[config.mk]
export PLATFORM = sky130hd
export DESIGN_NAME = acsp_config_port
export DESIGN_NICKNAME = d
export VERILOG_FILES = /design/src/acsp_pkg.sv /design/src/acsp_cfg_regs.sv /design/src/acsp_config_port.sv
export VERILOG_INCLUDE_DIRS = /design/src
export SDC_FILE = /design/constraint.sdc
export NUM_CORES = 1
export LEC_CHECK = 0
export BUFFER_PORTS_ARGS = -buffer_cell sky130_fd_sc_hd__buf_2
export CELL_PAD_IN_SITES_DETAIL_PLACEMENT = 1
export CELL_PAD_IN_SITES_GLOBAL_PLACEMENT = 1
export CORE_MARGIN = 2
export CORE_UTILIZATION = 50
export CTS_BUF_LIST = sky130_fd_sc_hd__clkbuf_8
export DETAILED_ROUTE_END_ITERATION = 8
export PLACE_DENSITY = 0.82
export SLEW_MARGIN = 0
export SYNTH_ARGS = -nofsm -noshare
export SYNTH_HDL_FRONTEND = slang
export SYNTH_SLANG_ARGS = --single-unit
[constraint.sdc]
create_clock -name clock -period 22.9 [get_ports clock]
set_input_delay 3.435 -clock clock [delete_from_list [all_inputs] [get_ports clock]]
set_output_delay 3.435 -clock clock [all_outputs]
set_load 0.02 [all_outputs]
[src/acsp_consts.svh]
// Purpose: constants of the converter configuration port
// Assumes: byte-wide registers, 7-bit register addresses
// Notes:   included by the design modules and by the bench
`ifndef ACSP_CONSTS_SVH
`define ACSP_CONSTS_SVH

// ==========================================================
// register map
`define ACSP_ADDR_POWER      7'h00
`define ACSP_ADDR_OUT_FMT    7'h01
`define ACSP_ADDR_DOUT_PM    7'h02
`define ACSP_ADDR_TIMING     7'h03
`define ACSP_ADDR_TERM_A     7'h04
`define ACSP_ADDR_TERM_B     7'h05
`define ACSP_ADDR_DIV_FMT    7'h06
`define ACSP_ADDR_RESERVED   7'h07
`define ACSP_ADDR_CMODE      7'h08
`define ACSP_ADDR_RST_STAT   7'h0a
`define ACSP_NUM_REGS        9

// ==========================================================
// reset values
`define ACSP_DEF_POWER       8'h03
`define ACSP_DEF_TIMING      8'h80
`define ACSP_DEF_ZERO        8'h00
`define ACSP_SOFT_RESET_KEY  8'h5a

// ==========================================================
// field positions
`define ACSP_MUX_BIT         1
`define ACSP_MUX_CH_BIT      2
`define ACSP_DIV_LSB         0
`define ACSP_FMT_LSB         2
`define ACSP_ST_BUSY_BIT     5
`define ACSP_ST_VALID_BIT    4
`define ACSP_ST_ONE_BIT      2
`define ACSP_ST_LOCK_BIT     0

// ==========================================================
// serial frame and pipeline timing
`define ACSP_CTRL_BITS       5'd8
`define ACSP_FRAME_BITS      5'd16
`define ACSP_LATENCY         9
`define ACSP_SYNC_W          8
// idle pin mode: strap, select and serial clock high
`define ACSP_SYNC_RST        8'h0d

`endif

[src/acsp_pkg.sv]
// Purpose: types of the converter configuration port
// Assumes: acsp_consts.svh holds every number
// Notes:   enums carry explicit binary codes
package acsp_pkg;

  // ========================================================
  // serial port states
  typedef enum logic [1:0] {
    ST_CMD   = 2'b00,
    ST_WDATA = 2'b01,
    ST_RDATA = 2'b10,
    ST_DONE  = 2'b11
  } acsp_state_t;

  // ========================================================
  // configuration modes
  typedef enum logic [1:0] {
    FMT_TWOS   = 2'b00,
    FMT_OFFSET = 2'b01,
    FMT_GRAY   = 2'b10
  } acsp_fmt_t;

  typedef enum logic [1:0] {
    DIV_1 = 2'b00,
    DIV_2 = 2'b01,
    DIV_4 = 2'b10
  } acsp_div_t;

  typedef enum logic [1:0] {
    BUS_DUAL  = 2'b00,
    BUS_MUX_A = 2'b01,
    BUS_MUX_B = 2'b10
  } acsp_bus_t;

endpackage

[src/acsp_cfg_regs.sv]
// Purpose: configuration register bank with registered read port
// Assumes: clear is a one-cycle pulse from the soft reset key write or the pin-mode power-down fall
// Notes:   reserved and unmapped addresses read as zero
`timescale 1ns/1ps
`include "acsp_consts.svh"

module acsp_cfg_regs
  import acsp_pkg::*;
(
  // clock and reset
  input  wire logic       clock,
  input  wire logic       rst,
  // control
  input  wire logic       clear,
  input  wire logic       wr_en,
  input  wire logic [6:0] wr_addr,
  input  wire logic [7:0] wr_data,
  input  wire logic [6:0] rd_addr,
  // results
  output logic      [7:0] rd_data,
  output logic      [7:0] out_fmt_reg,
  output logic      [7:0] div_fmt_reg
);

  logic [7:0] regs_reg [`ACSP_NUM_REGS];

  function automatic logic [7:0] def_of(input int idx);
    case (idx)
      0:       def_of = `ACSP_DEF_POWER;
      3:       def_of = `ACSP_DEF_TIMING;
      default: def_of = `ACSP_DEF_ZERO;
    endcase
  endfunction

  wire wr_ok = (wr_addr < 7'(`ACSP_NUM_REGS))
               && (wr_addr != `ACSP_ADDR_RESERVED);

  // ========================================================
  // storage
  always_ff @(posedge clock or posedge rst)
  begin
    if (rst)
    begin
      for (int i = 0; i < `ACSP_NUM_REGS; i++)
        regs_reg[i] <= def_of(i);
    end
    else if (clear)
    begin
      for (int i = 0; i < `ACSP_NUM_REGS; i++)
        regs_reg[i] <= def_of(i);
    end
    else if (wr_en && wr_ok)
      regs_reg[wr_addr[3:0]] <= wr_data;
  end

  // ========================================================
  // read port
  always_ff @(posedge clock or posedge rst)
  begin
    if (rst)
      rd_data <= 8'h00;
    else if (rd_addr < 7'(`ACSP_NUM_REGS)
             && rd_addr != `ACSP_ADDR_RESERVED)
      rd_data <= regs_reg[rd_addr[3:0]];
    else
      rd_data <= 8'h00;
  end

  assign out_fmt_reg = regs_reg[1];
  assign div_fmt_reg = regs_reg[6];

endmodule

[src/acsp_config_port.sv]
// Purpose: serial/parallel configuration front end and result pipeline
// Assumes: serial clock half period spans at least four clock cycles
// Notes:   all pins pass a two-stage synchroniser first
`timescale 1ns/1ps
`include "acsp_consts.svh"

module acsp_config_port
  import acsp_pkg::*;
(
  // clock and reset
  input  wire logic       clock,
  input  wire logic       rst,
  // configuration pins
  input  wire logic       serial_port_enable_n,
  input  wire logic       serial_data_or_format_pin,
  input  wire logic       serial_clock_or_divider_pin,
  input  wire logic       select_or_output_mode_pin,
  input  wire logic       format_pin_open,
  input  wire logic       divider_pin_open,
  input  wire logic       output_mode_pin_open,
  input  wire logic       power_down_input,
  output logic            serial_data_out,
  output logic            serial_data_oe,
  // internal status
  input  wire logic       rom_read_busy,
  input  wire logic       rom_read_valid,
  input  wire logic       dll_locked,
  // conversion data
  input  wire logic [9:0] sample_a_in,
  input  wire logic [9:0] sample_b_in,
  input  wire logic       sample_valid_in,
  output logic      [9:0] result_a_out,
  output logic      [9:0] result_b_out,
  output logic            result_valid_out,
  // effective configuration
  output acsp_fmt_t       output_format,
  output acsp_div_t       clock_divide,
  output acsp_bus_t       bus_mode
);

  // ========================================================
  // synchronisers
  logic [`ACSP_SYNC_W-1:0] pin_meta;
  logic [`ACSP_SYNC_W-1:0] pin_sync;
  logic [`ACSP_SYNC_W-1:0] pin_prev;

  always_ff @(posedge clock or posedge rst)
  begin
    if (rst)
    begin
      pin_meta <= `ACSP_SYNC_RST;
      pin_sync <= `ACSP_SYNC_RST;
      pin_prev <= `ACSP_SYNC_RST;
    end
    else
    begin
      pin_meta <= {power_down_input, output_mode_pin_open,
                   divider_pin_open, format_pin_open,
                   select_or_output_mode_pin,
                   serial_clock_or_divider_pin,
                   serial_data_or_format_pin, serial_port_enable_n};
      pin_sync <= pin_meta;
      pin_prev <= pin_sync;
    end
  end

  wire s_serial_port_enable_n_n = pin_sync[0];
  wire s_sdi    = pin_sync[1];
  wire s_sclk   = pin_sync[2];
  wire s_cs     = pin_sync[3];
  wire s_fopen  = pin_sync[4];
  wire s_dopen  = pin_sync[5];
  wire s_mopen  = pin_sync[6];
  wire s_pd     = pin_sync[7];

  wire spi_mode  = !s_serial_port_enable_n_n;
  wire active    = spi_mode && !s_cs;
  wire sclk_rise = active && s_sclk && !pin_prev[2];
  wire sclk_fall = active && !s_sclk && pin_prev[2];

  // ========================================================
  // serial frame
  acsp_state_t state_reg;
  logic [4:0]  bit_cnt_reg;
  logic [7:0]  shift_reg;
  logic [6:0]  addr_reg;
  logic [7:0]  tx_reg;
  logic [7:0]  mem_rd;

  wire [7:0] rx_byte = {shift_reg[6:0], s_sdi};

  always_ff @(posedge clock or posedge rst)
  begin
    if (rst)
    begin
      state_reg   <= ST_CMD;
      bit_cnt_reg <= 5'd0;
      shift_reg   <= 8'h00;
      addr_reg    <= 7'h00;
    end
    else if (!active)
    begin
      state_reg   <= ST_CMD;
      bit_cnt_reg <= 5'd0;
    end
    else if (sclk_rise && state_reg != ST_DONE)
    begin
      shift_reg   <= rx_byte;
      bit_cnt_reg <= bit_cnt_reg + 5'd1;
      case (state_reg)
        ST_CMD:
        begin
          if (bit_cnt_reg == `ACSP_CTRL_BITS - 5'd1)
          begin
            addr_reg  <= rx_byte[6:0];
            state_reg <= rx_byte[7] ? ST_RDATA : ST_WDATA;
          end
        end
        ST_WDATA, ST_RDATA:
        begin
          if (bit_cnt_reg == `ACSP_FRAME_BITS - 5'd1)
            state_reg <= ST_DONE;
        end
        default: state_reg <= ST_DONE;
      endcase
    end
  end

  // ========================================================
  // write commit and register resets
  wire wr_commit = sclk_rise && state_reg == ST_WDATA
                   && bit_cnt_reg == `ACSP_FRAME_BITS - 5'd1;
  wire soft_clear = wr_commit && addr_reg == `ACSP_ADDR_RST_STAT
                    && rx_byte == `ACSP_SOFT_RESET_KEY;
  wire pd_clear = !spi_mode && pin_prev[7] && !s_pd;
  wire reg_clear = soft_clear || pd_clear;

  logic [7:0] out_fmt_q;
  logic [7:0] div_fmt_q;

  acsp_cfg_regs u_regs (
    .clock       (clock),
    .rst         (rst),
    .clear       (reg_clear),
    .wr_en       (wr_commit),
    .wr_addr     (addr_reg),
    .wr_data     (rx_byte),
    .rd_addr     (addr_reg),
    .rd_data     (mem_rd),
    .out_fmt_reg (out_fmt_q),
    .div_fmt_reg (div_fmt_q)
  );

  // ========================================================
  // read return
  wire [7:0] status_byte = {2'b00, rom_read_busy, rom_read_valid,
                            1'b0, 1'b1, 1'b0, dll_locked};
  wire [7:0] rd_byte = (addr_reg == `ACSP_ADDR_RST_STAT)
                       ? status_byte : mem_rd;

  always_ff @(posedge clock or posedge rst)
  begin
    if (rst)
    begin
      serial_data_out <= 1'b0;
      serial_data_oe  <= 1'b0;
      tx_reg          <= 8'h00;
    end
    else if (!active)
      serial_data_oe <= 1'b0;
    else if (sclk_fall && state_reg == ST_RDATA)
    begin
      serial_data_oe <= 1'b1;
      if (bit_cnt_reg == `ACSP_CTRL_BITS)
      begin
        serial_data_out <= rd_byte[7];
        tx_reg          <= {rd_byte[6:0], 1'b0};
      end
      else
      begin
        serial_data_out <= tx_reg[7];
        tx_reg          <= {tx_reg[6:0], 1'b0};
      end
    end
  end

  // ========================================================
  // effective configuration
  function automatic acsp_fmt_t fmt_of(input logic [1:0] v);
    case (v)
      2'b01:   fmt_of = FMT_OFFSET;
      2'b10:   fmt_of = FMT_GRAY;
      default: fmt_of = FMT_TWOS;
    endcase
  endfunction

  function automatic acsp_div_t div_of(input logic [1:0] v);
    case (v)
      2'b01:   div_of = DIV_2;
      2'b10:   div_of = DIV_4;
      default: div_of = DIV_1;
    endcase
  endfunction

  // open pins win over level; three-level sensing is in the pad
  always_ff @(posedge clock or posedge rst)
  begin
    if (rst)
    begin
      output_format <= FMT_TWOS;
      clock_divide  <= DIV_1;
      bus_mode      <= BUS_DUAL;
    end
    else if (!spi_mode)
    begin
      output_format <= s_fopen ? FMT_GRAY
                     : (s_sdi ? FMT_OFFSET : FMT_TWOS);
      clock_divide  <= s_dopen ? DIV_4
                     : (s_sclk ? DIV_2 : DIV_1);
      bus_mode      <= s_mopen ? BUS_MUX_B
                     : (s_cs ? BUS_MUX_A : BUS_DUAL);
    end
    else
    begin
      output_format <= fmt_of(div_fmt_q[`ACSP_FMT_LSB+:2]);
      clock_divide  <= div_of(div_fmt_q[`ACSP_DIV_LSB+:2]);
      bus_mode      <= !out_fmt_q[`ACSP_MUX_BIT] ? BUS_DUAL
                     : (out_fmt_q[`ACSP_MUX_CH_BIT] ? BUS_MUX_B
                                                    : BUS_MUX_A);
    end
  end

  // ========================================================
  // result pipeline, coding applied on entry
  function automatic logic [9:0] enc(input logic [9:0] v,
                                     input acsp_fmt_t f);
    case (f)
      FMT_OFFSET: enc = v;
      FMT_GRAY:   enc = v ^ {1'b0, v[9:1]};
      default:    enc = {~v[9], v[8:0]};
    endcase
  endfunction

  logic [9:0] pipe_a [`ACSP_LATENCY];
  logic [9:0] pipe_b [`ACSP_LATENCY];
  logic [`ACSP_LATENCY-1:0] pipe_v;

  always_ff @(posedge clock or posedge rst)
  begin
    if (rst)
    begin
      pipe_v <= '0;
      for (int i = 0; i < `ACSP_LATENCY; i++)
      begin
        pipe_a[i] <= 10'h000;
        pipe_b[i] <= 10'h000;
      end
    end
    else
    begin
      pipe_v    <= {pipe_v[`ACSP_LATENCY-2:0], sample_valid_in};
      pipe_a[0] <= enc(sample_a_in, output_format);
      pipe_b[0] <= enc(sample_b_in, output_format);
      for (int i = 1; i < `ACSP_LATENCY; i++)
      begin
        pipe_a[i] <= pipe_a[i-1];
        pipe_b[i] <= pipe_b[i-1];
      end
    end
  end

  assign result_a_out     = pipe_a[`ACSP_LATENCY-1];
  assign result_b_out     = pipe_b[`ACSP_LATENCY-1];
  assign result_valid_out = pipe_v[`ACSP_LATENCY-1];

  // ========================================================
  // checks
  property p_latency;
    @(posedge clock) disable iff (rst)
    result_valid_out == $past(sample_valid_in, 9);
  endproperty
  a_latency: assert property (p_latency)
    else $error("result latency is not nine cycles");

  property p_fmt_gray;
    @(posedge clock) disable iff (rst)
    (!spi_mode && s_fopen) |=> output_format == FMT_GRAY;
  endproperty
  a_fmt_gray: assert property (p_fmt_gray)
    else $error("open format pin did not give gray");

  property p_div_two;
    @(posedge clock) disable iff (rst)
    (!spi_mode && !s_dopen && s_sclk) |=> clock_divide == DIV_2;
  endproperty
  a_div_two: assert property (p_div_two)
    else $error("high divider pin did not give divide by two");

  property p_bus_dual;
    @(posedge clock) disable iff (rst)
    (!spi_mode && !s_mopen && !s_cs) |=> bus_mode == BUS_DUAL;
  endproperty
  a_bus_dual: assert property (p_bus_dual)
    else $error("low mode pin did not give dual bus");

  property p_idle;
    @(posedge clock) disable iff (rst)
    !active |=> !serial_data_oe && bit_cnt_reg == 5'd0;
  endproperty
  a_idle: assert property (p_idle)
    else $error("serial port active while deselected");

  property p_count;
    @(posedge clock) disable iff (rst)
    (sclk_rise && state_reg == ST_CMD)
      |=> bit_cnt_reg == $past(bit_cnt_reg) + 5'd1;
  endproperty
  a_count: assert property (p_count)
    else $error("rising edge not counted");

  property p_msb;
    @(posedge clock) disable iff (rst)
    (sclk_fall && state_reg == ST_RDATA
     && bit_cnt_reg == `ACSP_CTRL_BITS)
      |=> serial_data_oe && serial_data_out == $past(rd_byte[7]);
  endproperty
  a_msb: assert property (p_msb)
    else $error("read msb not driven after eighth rise");

  property p_status;
    @(posedge clock) disable iff (rst)
    (sclk_fall && state_reg == ST_RDATA
     && bit_cnt_reg == `ACSP_CTRL_BITS
     && addr_reg == `ACSP_ADDR_RST_STAT) |=> !serial_data_out;
  endproperty
  a_status: assert property (p_status)
    else $error("status msb not zero");

  property p_soft;
    @(posedge clock) disable iff (rst)
    (wr_commit && addr_reg == `ACSP_ADDR_RST_STAT
     && rx_byte == `ACSP_SOFT_RESET_KEY)
      |=> out_fmt_q == `ACSP_DEF_ZERO && div_fmt_q == `ACSP_DEF_ZERO;
  endproperty
  a_soft: assert property (p_soft)
    else $error("soft reset key did not restore defaults");

  property p_key_only;
    @(posedge clock) disable iff (rst)
    (wr_commit && addr_reg == `ACSP_ADDR_RST_STAT
     && rx_byte != `ACSP_SOFT_RESET_KEY && !pd_clear)
      |=> $stable(out_fmt_q) && $stable(div_fmt_q);
  endproperty
  a_key_only: assert property (p_key_only)
    else $error("wrong key changed the registers");

  property p_pd;
    @(posedge clock) disable iff (rst)
    (s_serial_port_enable_n_n && $fell(s_pd)) |-> reg_clear;
  endproperty
  a_pd: assert property (p_pd)
    else $error("power-down fall did not reset registers");

endmodule

---- Word level (Yosys, flattened, before mapping) ----
Index checks and enable logic that the tools add are counted.
word-level totals
  register bits ........................... 330
  bits of input ports ..................... 34
  output and inout bits ................... 29
  word-level logic and storage cells ...... 136
cells by class
  add/sub/neg operators ................... 1
  $lt $le $gt $ge ......................... 3
  eq/ne operators ......................... 19
  muxes and demuxes ....................... 37
  bitwise operators ....................... 5
  reduce and logical (&&, ||, !) cells .... 29
operators by type and width
  operator               number
  $mux W72               2
  $bwmux W72             1
  $mux W8                6
  $pmux W10 S2           2
  $bmux W8 S4            1
  $demux W8 S4           1
  $mux W2                13
  $xor A10 B9 Y10        2
  $logic_and A1 B1 Y1    16
  $pmux W2 S2            3
  $eq A5 B4 Y1 const B   2
  $mux W5                2
  $eq A2 B1 Y1 const B   4
  $eq A2 B2 Y1 const B   4
  $eq A8 B7 Y1 const B   1
  $eq A7 B4 Y1 const B   1
  $lt A7 B4 Y1 const B   1
  $ne A7 B3 Y1 const B   1
  $mux W1                6
  $ne A3 B3 Y1 const B   2
  $add A5 B1 Y5 const B  1
  $eq A5 B3 Y1 const B   1
  $ge A5 B5 Y1 const B   1
  $logic_not A1 Y1       5
  other kinds (12)       15

---- Depth between registers and ports, before layout ----
  depth after elaboration ................. 10
  mapped depth ............................ 9
  mapped depth without buffers ............ 7

---- Hierarchy ----
A second synthesis with hierarchy kept.
unflattened totals
  cell total of the unflattened synthesis .. 808
  area, all modules ....................... 11721.2 µm²
by module, submodules not included
  module            instances  cells an instance  area an instance (µm²)  sequential area each (µm²)
  acsp_config_port  1          458                7624.8                  6089.6
  acsp_cfg_regs     1          350                4096.4                  2005.7

---- Worst setup path after synthesis ----
OpenSTA, ideal clock, no wires.
  path type ............................... input to register
  start point ............................. input sample_b_in[1]
  end point ............................... register pipe_b[80] (netlist bit)
  library setup time ...................... 121 ps
  arrival ................................. 3950 ps
  required time ........................... 22779 ps
  path slack .............................. 18829 ps
  cell stages on the path ................. 2
  buffers on the path ..................... 0
  cells stage by stage .................... mux2_2 -> a22o_1
between the ends
  cells in the longest elaborated chain, start to end .. 2
RTL lines
  item                             RTL line                 source
  from (decl)                      acsp_config_port.sv:30   input wire logic [9:0] sample_b_in,
  $xor A10 B9 Y10                  acsp_config_port.sv:239  FMT_GRAY: enc = v ^ {1'b0, v[9:1]};
  $pmux W10 S2                     acsp_config_port.sv:237  case (f)
  to (signal, indexed assignment)  acsp_config_port.sv:267  pipe_b[i] <= pipe_b[i-1];
  to (decl)                        acsp_config_port.sv:245  logic [9:0] pipe_b [`ACSP_LATENCY];
No other way between the ends.
A chain may end at the register's enable or synchronous reset.

---- Worst setup path in the final report ----
  start point ............................. register output_format[1]
  end point ............................... output output_format[1]
RTL lines
  item                    RTL line                 source
  from (decl)             acsp_config_port.sv:36   output acsp_fmt_t output_format,
  from (signal assigned)  acsp_config_port.sv:216  output_format <= s_fopen ? FMT_GRAY
  from (signal assigned)  acsp_config_port.sv:225  output_format <= fmt_of(div_fmt_q[`ACSP_FMT_LSB+:2]);
No word-level cell between the ends.

==> flow_summary.toml <==
[clock_network]
cts_tree = "built"
cts_hold_buf = 0
clk_pin_slew_ns = 0.06
cts_setup_buffers = 0
cts_made_buffers = 50
clkLatencyLatePin_ns = 0.58
cts-root-buf = "clkbuf_8"
ctsResizeCount = 0
h-tree-depth = 2
clock_sinks = 323
clk_path_buf_depth = 3

[critical_path]
cp_max_fo = 3
crit_chain = "buf_2"
crit_type = "reg2out"
worstSetupEndpointType = "output pin"
slowest_delay_ns = 0.42
startpoint_type = "register"
crit_arrival_ns = 1.18
required_ns = 19.47
slowest_stage = "dfrtp_1"
path_buf_inv = 1
crit_family = "flip-flops"

[synthesis]
synth_area_um2 = 11490
synth_edf_count = 0
yosysWarnings = 0
yosysUniqueCellTypes = 51
syn_inst = 785
synth-async-reset-ratio = 1.000
syn-num-nets = 828
synth_seq_cells = 323
syn_avg_cell_area_um2 = 14.64
ys.flop_type = "dfrtp_1"
yosysSeqAreaShare = 0.7044

[final_layout]
final_common_cell = "dfrtp_1"
antennaDiodeCount = 0
syn2layout_area_growth_pct = 12.69
drive_gt1_frac = 0.2400
layout.cells.most_common_list = "dfrtp_1, clkbuf_8, nand3_1"
final_cells = 1164
layout.nets = 883

[global_route]
track_usage = 0.2251
antenna_found_initial = 0
overflow = 0
grt_pass1_wl_um = 41670
first_global_vias = 7463
grt_start_max_net_pins = 191

[pwr]
power.density_nw_per_um2 = 90.42
leakagePower_nw = 5.928
ir_worst_vdd_uv = 50.97

[sta]
fin_crit_sh = 0.2015
slew_violations = 0
slew-limit-headroom = 0.1718
finalHoldViolations = 0
tns_ns = 0
tightest_slew_ns = 1.226
setup_viol = 0
finalClockSkew_ns = 0.01720
rsz0062_at_grt = "no"
fmax_ghz = 0.2167
period_minus_slack_ns = 4.614

[place]
port_buffers = 62
dp.final_hpwl_um = 15740
dp_cells = 1073
globalplace.congestion = 0.7667

[detailed_routing]
drtAntennaViolNets = 0
drc = 0
wire_per_inst_um = 22.18
via_count = 6763
drt_iter0_drc = 437
dr.pass1.iters = 4
drt_wl_total_um = 25810
vias_per_cell = 5.810

[floorplan]
rows = 55
die_w_um = 155.6
die_y_um = 155.6
start_util = 0.5091
core_um2 = 22570
die_area_um2 = 24210
ios = 63

[hold_path]
hp-class = "reg2reg"

[run]
maxCapViolCount = 0

[outcome]
status = "complete, no violations"
-- logic make-up after synthesis --
family,count (synthesis),synth area share
buffers and inverters,77,0.03266
AND/OR/NAND/NOR,206,0.1026
adder cells (fa/ha/maj),9,0.009799
multiplexers,55,0.06815
XOR/XNOR,2,0.001525
AO/OA/AOI/OAI,113,0.08089
flip-flops,323,0.7044
-- area by class of cell --
cell class	instances	area (um2)
Tap cell	285	356.6
Clock inverter	25	145.1
Clock buffer	66	908.4
Sequential cell	323	8095
Multi-Input combinational cell	385	3022
Timing Repair Buffer	69	375.4
Inverter	11	48.80
Fill cell	2176	9620
-- final timing paths --
check	from	endpoint	slack (ns)	depth (start not counted)
max in group asynchronous	rst	pipe_a[79]$_DFF_PP0_	18.38	3
worst min-delay path	pipe_a[64]$_DFF_PP0_	pipe_a[54]$_DFF_PP0_	0.34	0
worst max register to register	addr_reg[1]$_DFFE_PP0P_	u_regs.regs_reg[51]$_DFFE_PP0P_	19.48	6
min in group asynchronous	rst	result_b_out[3]$_DFF_PP0_	3.07	2
worst min register to register	pipe_a[64]$_DFF_PP0_	pipe_a[54]$_DFF_PP0_	0.34	0
worst max-delay path	output_format[1]$_DFF_PP0_	output_format[1]	18.29	1
-- report_power, final --
group	internal [mW]	switching [mW]	leakage (nW)
combinational	0.0153	0.0291	1.26
sequential	0.609	0.0288	4.07
clock	0.270	0.219	0.600
-- synth_stat cells, types with 3 or more instances --
library cell	instances	area (um2)
a21oi_1	4	20.02
inv_1	11	41.29
nor4bb_1	6	60.06
nor2_1	24	90.09
o22a_1	3	26.28
nor3_2	5	50.05
nor4b_1	4	35.03
a22oi_1	8	60.06
buf_1	4	15.01
and3_1	10	62.56
buf_2	9	45.04
o21ai_0	8	40.04
nor3_1	6	30.03
mux2i_1	13	130.1
nand3b_1	4	30.03
a22o_1	19	166.4
nand2_1	37	138.9
nand4_1	9	56.30
mux2_2	26	292.8
nand2b_1	14	87.58
ha_1	9	112.6
mux4_2	16	360.4
dfstp_2	10	262.8
buf_4	20	150.1
dfrtp_1	313	7833
o2bb2ai_1	61	534.3
clkbuf_1	33	123.9
nand3_1	65	325.3
a221oi_1	5	43.79
-- layer usage --
layer | part of all wire | wire [um] | track usage
met4 | 0.029 | 757 | 0.09655
met1 | 0.41 | 10590 | 0.2890
met2 | 0.51 | 13160 | 0.3810
met3 | 0.050 | 1301 | 0.03944
met5 | 0 | 0 | 0
-- metrics by stage --
step                      hold slack (ns)  power (mW)  worst slack [ns]  utilization  instance area (um2)
after CTS                          0.3497       1.186             18.25       0.5738                12950
after global routing               0.3528       1.215             18.11       0.5738                12950
after detailed placement           0.3363      0.6931             17.70       0.5271                11900
after floorplan                    0.3312      0.6695             10.54            -                11490
after global placement             0.3312      0.6858             17.72       0.5271                11900
final                              0.3442       1.171             18.29       0.5738                12950
Note: power is estimated with default switching activity, not from simulation.
